--- src/rtl/apbss_regs.svh ---
`ifndef APBSS_REGS_SVH
`define APBSS_REGS_SVH

// ==========================================================
// Slot map: address bits 15:12 pick one 4 KB slot
// ==========================================================
`define APBSS_SLOT_MSB 15
`define APBSS_SLOT_LSB 12
`define APBSS_SLOT_COUNT 16
`define APBSS_OFFS_MSB 11

`define APBSS_BASE_TIMER_A 16'h0000
`define APBSS_BASE_TIMER_B 16'h1000
`define APBSS_BASE_TWIN_TIMER 16'h2000
`define APBSS_BASE_UNUSED_A 16'h3000
`define APBSS_BASE_SERIAL_A 16'h4000
`define APBSS_BASE_SERIAL_B 16'h5000
`define APBSS_BASE_SERIAL_C 16'h6000
`define APBSS_BASE_UNUSED_B 16'h7000
`define APBSS_BASE_WATCHDOG 16'h8000
`define APBSS_BASE_UNUSED_C 16'h9000
`define APBSS_BASE_UNUSED_D 16'hA000
`define APBSS_BASE_TEST_SLAVE 16'hB000
`define APBSS_BASE_EXT_FIRST 16'hC000
`define APBSS_BASE_EXT_LAST 16'hF000

`define APBSS_SLOT_TIMER_A 4'h0
`define APBSS_SLOT_TIMER_B 4'h1
`define APBSS_SLOT_TWIN_TIMER 4'h2
`define APBSS_SLOT_SERIAL_A 4'h4
`define APBSS_SLOT_WATCHDOG 4'h8
`define APBSS_SLOT_TEST_SLAVE 4'hB
`define APBSS_SLOT_EXT_FIRST 4'hC

// ==========================================================
// Interrupt vector bit positions
// ==========================================================
`define APBSS_IRQ_WIDTH 32
`define APBSS_IRQ_SERIAL_BASE 0
`define APBSS_IRQ_TIMER_A 8
`define APBSS_IRQ_TIMER_B 9
`define APBSS_IRQ_TWIN_TIMER 10
`define APBSS_IRQ_OVF_BASE 12
`define APBSS_IRQ_USED_MASK 32'h0000_773F

// ==========================================================
// Reset values and default answers
// ==========================================================
`define APBSS_DATA_RESET 32'h0000_0000
`define APBSS_IRQ_RESET 32'h0000_0000
`define APBSS_SYNC_STAGES 3

`endif

--- src/rtl/apbss_pkg.sv ---
package apbss_pkg;

	// ==========================================================
	// Carriers
	// ==========================================================
	typedef struct packed {
		logic [11:0] paddr;
		logic pwrite;
		logic [31:0] pwdata;
	} apbss_req_t;

	typedef struct packed {
		logic pready;
		logic [31:0] prdata;
		logic pslverr;
	} apbss_rsp_t;

	// ==========================================================
	// Transfer sequencer states
	// ==========================================================
	typedef enum logic [1:0] {
		APBSS_IDLE,
		APBSS_SETUP,
		APBSS_ACCESS,
		APBSS_DONE
	} apbss_state_t;

endpackage

--- src/rtl/apbss_irq_sync.sv ---
`include "apbss_regs.svh"

module apbss_irq_sync #(
	parameter int WIDTH = 32,
	parameter bit ENABLE = 1'b0
) (
	// Clock and reset
	input wire logic clk,
	input wire logic rst_b,
	// Interrupt lines
	input wire logic [WIDTH-1:0] irq_in,
	output logic [WIDTH-1:0] irq_out
);
	import apbss_pkg::*;

	// ==========================================================
	// Per-line synchroniser, or straight wire when left out
	// ==========================================================
	genvar i;
	generate
		for (i = 0; i < WIDTH; i++) begin : g_line
			if (ENABLE) begin : g_sync
				logic ff1_r, ff2_r, ff3_r, out_r, out_nxt;
				always_comb begin
					out_nxt = out_r;
					// Change counts only once stages two and three agree
					if (ff2_r == ff3_r) begin
						out_nxt = ff3_r;
					end
				end
				always_ff @(posedge clk or negedge rst_b) begin
					if (!rst_b) begin
						ff1_r <= 1'b0;
						ff2_r <= 1'b0;
						ff3_r <= 1'b0;
						out_r <= 1'b0;
					end else begin
						ff1_r <= irq_in[i];
						ff2_r <= ff1_r;
						ff3_r <= ff2_r;
						out_r <= out_nxt;
					end
				end
				assign irq_out[i] = out_r;
			end else begin : g_direct
				assign irq_out[i] = irq_in[i];
			end
		end
	endgenerate

endmodule

--- src/rtl/apbss_top.sv ---
// Functional notes
// RULE1: include_test_slave build flag adds or removes test slave, default on.
// RULE2: Timer A, timer B and twin timer each have an include flag, default on.
// RULE3: Serial A, B and C each have an include flag, default on.
// RULE4: include_watchdog build flag adds or removes the watchdog slot.
// RULE5: big_endian_sel 0 little-endian default; 1 byte-swaps data, costs hardware.
// RULE6: Expansion ports stay disabled unless enabled by build flag.
// RULE7: Bus-side logic runs on gated peripheral clock derived from free clock.
// RULE8: Outside logic may stop the gated clock while no transfer is active.
// RULE9: Timer A at 0x0000, timer B at 0x1000, twin timer at 0x2000.
// RULE10: Serial A 0x4000, B 0x5000, C 0x6000; watchdog at 0x8000.
// RULE11: Test slave slot sits at 0xB000.
// RULE12: Expansion ports 12 to 15 occupy slots 0xC000 to 0xF000.
// RULE13: Slots 0x3000, 0x7000, 0x9000, 0xA000 are never selected.
// RULE14: Serial n receive irq on bit 2n, transmit irq on bit 2n+1.
// RULE15: Timer A irq bit 8, timer B bit 9, twin timer bit 10.
// RULE16: Serial A, B, C overflow irqs on bits 12, 13, 14.
// RULE17: Bits 6, 7, 11, 15 and 16 to 31 stay low.
// RULE18: include_irq_sync adds interrupt synchronisers; default off passes lines straight.
// RULE19: Each slot gives select; takes ready, 32-bit read data, slave error.
// RULE20: Slot chosen by address bits 15:12; disabled slot completes quietly.
//
// Local design decisions: the APB slave port and the placing of the registers.
`include "apbss_regs.svh"

module apbss_top #(
	parameter bit include_test_slave = 1'b1,
	parameter bit include_timer_a = 1'b1,
	parameter bit include_timer_b = 1'b1,
	parameter bit include_twin_timer = 1'b1,
	parameter bit include_serial_a = 1'b1,
	parameter bit include_serial_b = 1'b1,
	parameter bit include_serial_c = 1'b1,
	parameter bit include_watchdog = 1'b1,
	parameter bit big_endian_sel = 1'b0,
	parameter bit include_irq_sync = 1'b0,
	parameter logic [3:0] ext_port_en = 4'h0
) (
	// Gated peripheral clock and reset
	input wire logic clk,
	input wire logic rst_b,
	// APB slave port from the bridge
	input wire logic psel,
	input wire logic penable,
	input wire logic [15:0] paddr,
	input wire logic pwrite,
	input wire logic [31:0] pwdata,
	output logic pready,
	output logic [31:0] prdata,
	output logic pslverr,
	// Clock gating
	input wire logic bus_activity_flag,
	output logic gated_periph_clk_en,
	// Slot ports: shared request and enable, one select and answer per 4 KB slot
	output apbss_pkg::apbss_req_t slot_req,
	output logic slot_penable,
	output logic [15:0] slot_psel,
	input wire apbss_pkg::apbss_rsp_t [15:0] slot_rsp,
	// Peripheral interrupt lines
	input wire logic [2:0] serial_rx_irq,
	input wire logic [2:0] serial_tx_irq,
	input wire logic [2:0] serial_ovf_irq,
	input wire logic timer_a_irq,
	input wire logic timer_b_irq,
	input wire logic twin_timer_irq,
	// Interrupt vector
	output logic [31:0] irq_vec
);
	import apbss_pkg::*;

	// ==========================================================
	// Build-time slot enables
	// ==========================================================
	localparam logic [2:0] serial_en = {include_serial_c, include_serial_b, include_serial_a};
	localparam logic [15:0] slot_en = {
		ext_port_en,           // [RULE6] [RULE12]
		include_test_slave,    // [RULE1] [RULE11]
		2'b00,                 // [RULE13]
		include_watchdog,      // [RULE4] [RULE10]
		1'b0,                  // [RULE13]
		serial_en,             // [RULE3] [RULE10]
		1'b0,                  // [RULE13]
		include_twin_timer,    // [RULE2] [RULE9]
		include_timer_b,
		include_timer_a
	};

	function automatic logic [31:0] byte_swap(input logic [31:0] d);
		byte_swap = {d[7:0], d[15:8], d[23:16], d[31:24]};
	endfunction

	// ==========================================================
	// Transfer sequencer state
	// ==========================================================
	apbss_state_t state_r, state_nxt;
	logic [15:0] sel_r, sel_nxt;
	apbss_req_t req_r, req_nxt;
	logic [31:0] prdata_r, prdata_nxt;
	logic pslverr_r, pslverr_nxt;
	apbss_rsp_t rsp_mux;
	logic [3:0] slot_idx;
	logic setup_seen;

	assign slot_idx = paddr[`APBSS_SLOT_MSB:`APBSS_SLOT_LSB];    // [RULE20]
	assign setup_seen = psel && !penable;

	// Answer of the slot currently selected
	always_comb begin
		rsp_mux = '0;
		for (int s = 0; s < `APBSS_SLOT_COUNT; s++) begin
			if (sel_r[s]) begin
				rsp_mux = rsp_mux | slot_rsp[s];    // [RULE19]
			end
		end
	end

	always_comb begin
		state_nxt = state_r;
		sel_nxt = sel_r;
		req_nxt = req_r;
		prdata_nxt = prdata_r;
		pslverr_nxt = pslverr_r;
		case (state_r)
			APBSS_IDLE: begin
				if (setup_seen) begin
					req_nxt.paddr = paddr[`APBSS_OFFS_MSB:0];
					req_nxt.pwrite = pwrite;
					// [RULE5]
					req_nxt.pwdata = big_endian_sel ? byte_swap(pwdata) : pwdata;
					prdata_nxt = `APBSS_DATA_RESET;
					pslverr_nxt = 1'b0;
					if (slot_en[slot_idx]) begin
						sel_nxt = 16'h0001 << slot_idx;    // [RULE20]
						state_nxt = APBSS_SETUP;
					end else begin
						// Removed or unused slot: finish here, reach nobody
						sel_nxt = 16'h0000;    // [RULE13] [RULE20]
						state_nxt = APBSS_DONE;
					end
				end
			end
			APBSS_SETUP: begin
				state_nxt = APBSS_ACCESS;
			end
			APBSS_ACCESS: begin
				if (rsp_mux.pready) begin    // [RULE19]
					if (!req_r.pwrite) begin
						prdata_nxt = big_endian_sel ? byte_swap(rsp_mux.prdata) :
							rsp_mux.prdata;    // [RULE5]
					end
					pslverr_nxt = rsp_mux.pslverr;
					sel_nxt = 16'h0000;
					state_nxt = APBSS_DONE;
				end
			end
			APBSS_DONE: begin
				state_nxt = APBSS_IDLE;
			end
			default: begin
				state_nxt = APBSS_IDLE;
			end
		endcase
	end

	always_ff @(posedge clk or negedge rst_b) begin
		if (!rst_b) begin
			state_r <= APBSS_IDLE;
			sel_r <= 16'h0000;
			req_r <= '0;
			prdata_r <= `APBSS_DATA_RESET;
			pslverr_r <= 1'b0;
		end else begin
			state_r <= state_nxt;
			sel_r <= sel_nxt;
			req_r <= req_nxt;
			prdata_r <= prdata_nxt;
			pslverr_r <= pslverr_nxt;
		end
	end

	// ==========================================================
	// Bus outputs
	// ==========================================================
	assign pready = (state_r == APBSS_DONE);
	assign prdata = prdata_r;
	assign pslverr = pslverr_r;
	assign slot_req = req_r;
	assign slot_penable = (state_r == APBSS_ACCESS);
	// Only enabled slots can ever be selected
	assign slot_psel = ((state_r == APBSS_SETUP) || (state_r == APBSS_ACCESS)) ?
		(sel_r & slot_en) : 16'h0000;    // [RULE19] [RULE13]

	// Gate request for the gated clock: stay running while anything is in flight
	assign gated_periph_clk_en = bus_activity_flag || psel ||
		(state_r != APBSS_IDLE);    // [RULE7] [RULE8]

	// ==========================================================
	// Interrupt vector
	// ==========================================================
	logic [31:0] irq_raw;

	always_comb begin
		irq_raw = `APBSS_IRQ_RESET;    // [RULE17]
		for (int u = 0; u < 3; u++) begin
			irq_raw[`APBSS_IRQ_SERIAL_BASE + 2 * u] = serial_rx_irq[u] & serial_en[u];
			irq_raw[`APBSS_IRQ_SERIAL_BASE + 2 * u + 1] = serial_tx_irq[u] & serial_en[u];
			irq_raw[`APBSS_IRQ_OVF_BASE + u] = serial_ovf_irq[u] & serial_en[u];    // [RULE16]
		end
		irq_raw[`APBSS_IRQ_TIMER_A] = timer_a_irq & include_timer_a;    // [RULE15]
		irq_raw[`APBSS_IRQ_TIMER_B] = timer_b_irq & include_timer_b;
		irq_raw[`APBSS_IRQ_TWIN_TIMER] = twin_timer_irq & include_twin_timer;
	end    // [RULE14]

	apbss_irq_sync #(
		.WIDTH(`APBSS_IRQ_WIDTH),
		.ENABLE(include_irq_sync)    // [RULE18]
	) u_irq_sync (
		.clk(clk),
		.rst_b(rst_b),
		.irq_in(irq_raw),
		.irq_out(irq_vec)
	);

	// ==========================================================
	// Checks
	// ==========================================================
	property p_unused_slots_quiet;
		@(posedge clk) disable iff (!rst_b)
		(slot_psel[3] | slot_psel[7] | slot_psel[9] | slot_psel[10]) == 1'b0;
	endproperty
	a_unused_slots_quiet: assert property (p_unused_slots_quiet)    // [RULE13]
		else $error("unused slot selected");

	property p_decode_target;
		@(posedge clk) disable iff (!rst_b)
		(state_r == APBSS_IDLE && setup_seen && slot_en[slot_idx]) |=>
			(slot_psel == (16'h0001 << $past(slot_idx)));
	endproperty
	a_decode_target: assert property (p_decode_target)    // [RULE20]
		else $error("wrong slot selected for address");

	property p_disabled_completes;
		@(posedge clk) disable iff (!rst_b)
		(state_r == APBSS_IDLE && setup_seen && !slot_en[slot_idx]) |=>
			(pready && !pslverr && prdata == 32'h0000_0000 && slot_psel == 16'h0000);
	endproperty
	a_disabled_completes: assert property (p_disabled_completes)    // [RULE20]
		else $error("disabled slot did not complete quietly");

	property p_slot_setup_then_access;
		@(posedge clk) disable iff (!rst_b)
		$rose(slot_penable) |-> ($past(slot_psel) != 16'h0000) && $stable(slot_psel);
	endproperty
	a_slot_setup_then_access: assert property (p_slot_setup_then_access)    // [RULE19]
		else $error("slot access phase without setup");

	property p_answer_follows_ready;
		@(posedge clk) disable iff (!rst_b)
		(slot_penable && (|(slot_psel & slot_en)) && rsp_mux.pready) |=>
			pready ##1 !pready;
	endproperty
	a_answer_follows_ready: assert property (p_answer_follows_ready)    // [RULE19]
		else $error("answer not one cycle after slot ready");

	property p_read_data_order;
		@(posedge clk) disable iff (!rst_b)
		(slot_penable && rsp_mux.pready && !req_r.pwrite) |=>
			(prdata == (big_endian_sel ? byte_swap($past(rsp_mux.prdata)) :
				$past(rsp_mux.prdata)));
	endproperty
	a_read_data_order: assert property (p_read_data_order)    // [RULE5]
		else $error("read data byte order wrong");

	property p_reserved_irq_low;
		@(posedge clk) disable iff (!rst_b)
		(irq_vec & ~`APBSS_IRQ_USED_MASK) == 32'h0000_0000;
	endproperty
	a_reserved_irq_low: assert property (p_reserved_irq_low)    // [RULE17]
		else $error("reserved interrupt bit driven");

	property p_timer_irq_map;
		@(posedge clk) disable iff (!rst_b)
		!include_irq_sync |-> (irq_vec[10:8] ==
			{twin_timer_irq & include_twin_timer, timer_b_irq & include_timer_b,
			timer_a_irq & include_timer_a});
	endproperty
	a_timer_irq_map: assert property (p_timer_irq_map)    // [RULE15]
		else $error("timer interrupt on wrong bit");

	property p_serial_irq_map;
		@(posedge clk) disable iff (!rst_b)
		!include_irq_sync |-> (irq_vec[5:0] == ({serial_tx_irq[2], serial_rx_irq[2],
			serial_tx_irq[1], serial_rx_irq[1], serial_tx_irq[0], serial_rx_irq[0]} &
			{{2{serial_en[2]}}, {2{serial_en[1]}}, {2{serial_en[0]}}}));
	endproperty
	a_serial_irq_map: assert property (p_serial_irq_map)    // [RULE14]
		else $error("serial interrupt on wrong bit");

	property p_overflow_irq_map;
		@(posedge clk) disable iff (!rst_b)
		!include_irq_sync |-> (irq_vec[14:12] == (serial_ovf_irq & serial_en));
	endproperty
	a_overflow_irq_map: assert property (p_overflow_irq_map)    // [RULE16]
		else $error("overflow interrupt on wrong bit");

	property p_sync_latency;
		@(posedge clk) disable iff (!rst_b)
		(include_irq_sync && include_timer_a && $rose(timer_a_irq)) ##1
			timer_a_irq[*3] |-> ##[2:4] irq_vec[8];
	endproperty
	a_sync_latency: assert property (p_sync_latency)    // [RULE18]
		else $error("synchronised interrupt late");

	property p_gate_during_transfer;
		@(posedge clk) disable iff (!rst_b)
		(state_r != APBSS_IDLE) |-> gated_periph_clk_en;
	endproperty
	a_gate_during_transfer: assert property (p_gate_during_transfer)    // [RULE7]
		else $error("clock gate released mid transfer");

	property p_ext_default_off;
		@(posedge clk) disable iff (!rst_b)
		(slot_psel[15:12] & ~ext_port_en) == 4'h0;
	endproperty
	a_ext_default_off: assert property (p_ext_default_off)    // [RULE6] [RULE12]
		else $error("disabled expansion port selected");

	// Checks the decode itself, not only the output mask
	property p_removed_units_quiet;
		@(posedge clk) disable iff (!rst_b)
		((sel_r | slot_psel) & ~slot_en) == 16'h0000;
	endproperty
	a_removed_units_quiet: assert property (p_removed_units_quiet)    // [RULE1] [RULE2] [RULE3] [RULE4]
		else $error("removed unit selected");

	property p_idle_slots_quiet;
		@(posedge clk) disable iff (!rst_b)
		(state_r == APBSS_IDLE) |-> (slot_psel == 16'h0000 && !slot_penable && !pready);
	endproperty
	a_idle_slots_quiet: assert property (p_idle_slots_quiet)    // [RULE20]
		else $error("slot driven while idle");

	property p_slot_hold_until_ready;
		@(posedge clk) disable iff (!rst_b)
		(slot_penable && !rsp_mux.pready) |=>
			(slot_penable && $stable(slot_psel) && $stable(slot_req));
	endproperty
	a_slot_hold_until_ready: assert property (p_slot_hold_until_ready)    // [RULE19]
		else $error("slot request dropped before ready");

endmodule

--- config.mk ---
export PLATFORM = sky130hd
export DESIGN_NAME = apbss_top
export DESIGN_NICKNAME = d
export VERILOG_FILES = /design/src/rtl/apbss_pkg.sv /design/src/rtl/apbss_irq_sync.sv /design/src/rtl/apbss_top.sv
export VERILOG_INCLUDE_DIRS = /design/src /design/src/rtl
export SDC_FILE = /design/constraint.sdc
export NUM_CORES = 1
export LEC_CHECK = 0
export ABC_AREA = 1
export BUFFER_PORTS_ARGS = -buffer_cell sky130_fd_sc_hd__buf_2
export CORE_AREA = 2 2 291 293
export DETAILED_ROUTE_END_ITERATION = 8
export DIE_AREA = 0 0 293 295
export GPL_ROUTABILITY_DRIVEN = 0
export HOLD_SLACK_MARGIN = 0.15
export PLACE_DENSITY_LB_ADDON = 0.08
export SYNTH_ARGS = -nofsm -noshare
export SYNTH_HDL_FRONTEND = slang
export SYNTH_SLANG_ARGS = --single-unit
--- constraint.sdc ---
create_clock -name clk -period 2.3 [get_ports clk]
set_input_delay 0.115 -clock clk [delete_from_list [all_inputs] [get_ports clk]]
set_output_delay 0.115 -clock clk [all_outputs]
set_load 0.005 [all_outputs]
==> impl_metrics.ini <==
[drt]
drt_iter0_drc = 600
firstDrtPassIters = 5
viasPerCell = 3.699
vias = 12340
wl_per_cell_um = 22.54
route.antenna.remaining_nets = 0
drc = 0
drt_wl_total_mm = 75.18

[synthesis]
synth_top_area_share_pct = 40.22
yosysUniqueCellTypes = 26
yosys_warnings = 0
synth_cells = 1560
synth-edff-count = 0
async_flop_share_pct = 100.0
ys.flop_type = dfrtp_1
synthTopCellsByArea = nand2_1 40%, dfrtp_1 27%, nor2_1 8.7%, mux2_2 5.6%, buf_4 3.8%
seq_area_frac_synth_pct = 26.65
synth_seq_cells = 96
synth.avg_cell_area_um2 = 5.779
synth_top_cell_by_area = nand2_1
synth_area_um2 = 9015

[layout]
layout-drive-gt1-share_pct = 37.59
multi_input_comb_area_um2 = 5799
seq_area_um2 = 2422
instances_no_fill = 3336
syn2layout_area_growth_pct = 59.07
final_util_pct = 17.24
fin_nets = 2859
nFillCells = 9836

[sta]
period_needed_ns = 2.070
post-route-period-util_pct = 90.01
worst_pin_slew_ns = 0.7788
hold_viol = 0
max_clock_freq_ghz = 0.4831
finalSetupViolations = 0
maxSlewHeadroom_pct = 48.08
slew_violations = 0
setup_slack_ns = 0.2298
holdWs_ns = 0.2187
clock-skew-final_ns = 0.01024
rsz0062_at_grt = false

[clocking]
cts_buffers = 9
cts_setup_buffers = 0
cts_root_buf = clkbuf_16
htree_levels = 3
cts_tree = yes
clkSlewWorstSetupHoldPaths_ns = 0.09
clk_path_buf_depth = 2
cts.sinks = 96
worstSkewPairLatency_ns = 0.39

[power]
peakVddDrop_mv = 0.5165
powerDensity_nw_per_um2 = 828.3
p_total_mw = 11.88
leakage_nw = 8.342

[place]
dp_hpwl_mm = 57.16
dpl.cell_count = 3260
port_buffers = 686
dp_slack_ns = -0.04132

[die]
initial_core_util_pct = 10.84
die_h_um = 295
die_w_um = 293
io_pins = 739
num_rows = 106
core_um2 = 83160
dieArea_um2 = 86440

[setup_path]
critPathKind = reg2reg
cp-start-kind = flip-flop
cp-end-kind = flip-flop
arrival_ns = 2.35
crit_fanout = 36
ff2ff_path_depth = 10
required_ns = 2.58

[global_routing]
grt_max_degree = 46
grt_pass1_wl_mm = 100.8
grt_pass1_vias = 12890
antenna_found_initial = 28
track_usage_pct = 16.90
grt-ovfl-total = 0

[status]
status = finished, final reports clean

[hold_path]
hp-class = in2async

[job]
drv_cap = 0
-- worst max-delay path: stages, from the launching register on --
cell	delay, ns
dfrtp_2	0.41
buf_4	0.31
nand2_1	0.15
nand2_1	0.06
nor2_1	0.39
buf_4	0.20
nand2_1	0.05
nor2_1	0.10
nor2_1	0.06
nand3_2	0.09
nand2_1	0.05
-- cell usage in the layout (no fill, tap or decap), types with 3 or more instances in the layout --
cell	instances
ha_1	9
conb_1	28
nand3_2	33
o21ai_1	12
dlygate4sd3_1	48
buf_2	685
buf_4	20
nand3_1	12
nand4_1	6
nand2_1	966
dfrtp_2	16
inv_1	25
buf_12	13
o21ai_0	4
diode_2	11
dfrtp_1	80
mux2_2	45
nor2_4	4
nor2_2	3
clkbuf_16	9
nor2_1	209
-- area by class of cell --
type                    count  share of cell area [%]
clock inverters             7                  0.6020
clock buffers               9                   1.571
diodes                     11                  0.1920
repair buffers            767                   30.20
well taps                1080                   9.423
multi-input cells        1340                   40.44
flip-flops and latches     96                   16.89
inverters                  26                  0.6806
-- repair_timing --
item | in CTS | in global routing
pin swaps | 1 | 0
endpoints found under the setup margin | 11 | 12
resized for setup | 0 | 2
cloned | 1 | 0
endpoints found under the hold margin | 91 | 0
hold buffers | 48 | 0
-- worst paths after layout --
| kind | start | to | slack (ns) |
|---|---|---|---|
| hold / removal | rst_b | slot_req[26] | 0.22 |
| max in group asynchronous | rst_b | sel_r[10] | 1.30 |
| min in group clk | serial_tx_irq[2] | irq_vec[5] | 0.23 |
| hold reg to reg | prdata[5] | prdata[5] | 0.48 |
| setup reg to reg | sel_r[6] | prdata[9] | 0.23 |
| setup / recovery | sel_r[6] | prdata[9] | 0.23 |
-- per-layer routing --
metal	vias up	wire length, um	track usage, %
li1	6024	-	-
met1	5719	30330	19.38
met2	496	38290	31.31
met3	81	5063	4.338
met4	20	1389	3.715
met5	-	104	0
-- synth_stat cells (6+ instances only) --
library cell,count
nand3_2,33
dfrtp_1,96
nand2_1,966
buf_2,60
nand4_1,6
nand3_1,12
ha_1,9
o21ai_1,12
mux2_2,45
nor2_1,209
buf_4,46
inv_1,25
buf_6,16
-- stage by stage --
step           cell area [um2]  TNS [ns]
6_report                 14340         0
5_1_grt                  14330         0
4_1_cts                  14300         0
3_5_place_dp             13500   -0.2263
3_3_place_gp             13500   -0.4100
2_1_floorplan             9116         0
-- state kept, by name, indices dropped and copies added, names as in the netlist --
name / count
state_r: 2
pslverr: 1
prdata: 32
sel_r: 16
slot_req: 45
-- where the power goes --
| part | internal (mW) | switching [mW] | leakage (nW) |
|---|---|---|---|
| clock | 0.872 | 0.871 | 0.151 |
| combinational | 2.55 | 4.73 | 6.98 |
| sequential | 2.42 | 0.428 | 1.21 |
| total | 5.85 | 6.03 | 8.34 |
-- kinds of logic (layout without fill, tap and decap cells) --
group | Yosys count | in the layout | share of synthesized area, %
compound gates | 18 | 18 | 1.083
buf+inv | 152 | 809 | 10.41
other cells | 1 | 39 | 0.04160
fa+ha+maj | 9 | 9 | 1.249
simple gates | 1239 | 1240 | 54.95
mux | 45 | 45 | 5.621
flops | 96 | 96 | 26.65
(Power assumes the default switching activity.)
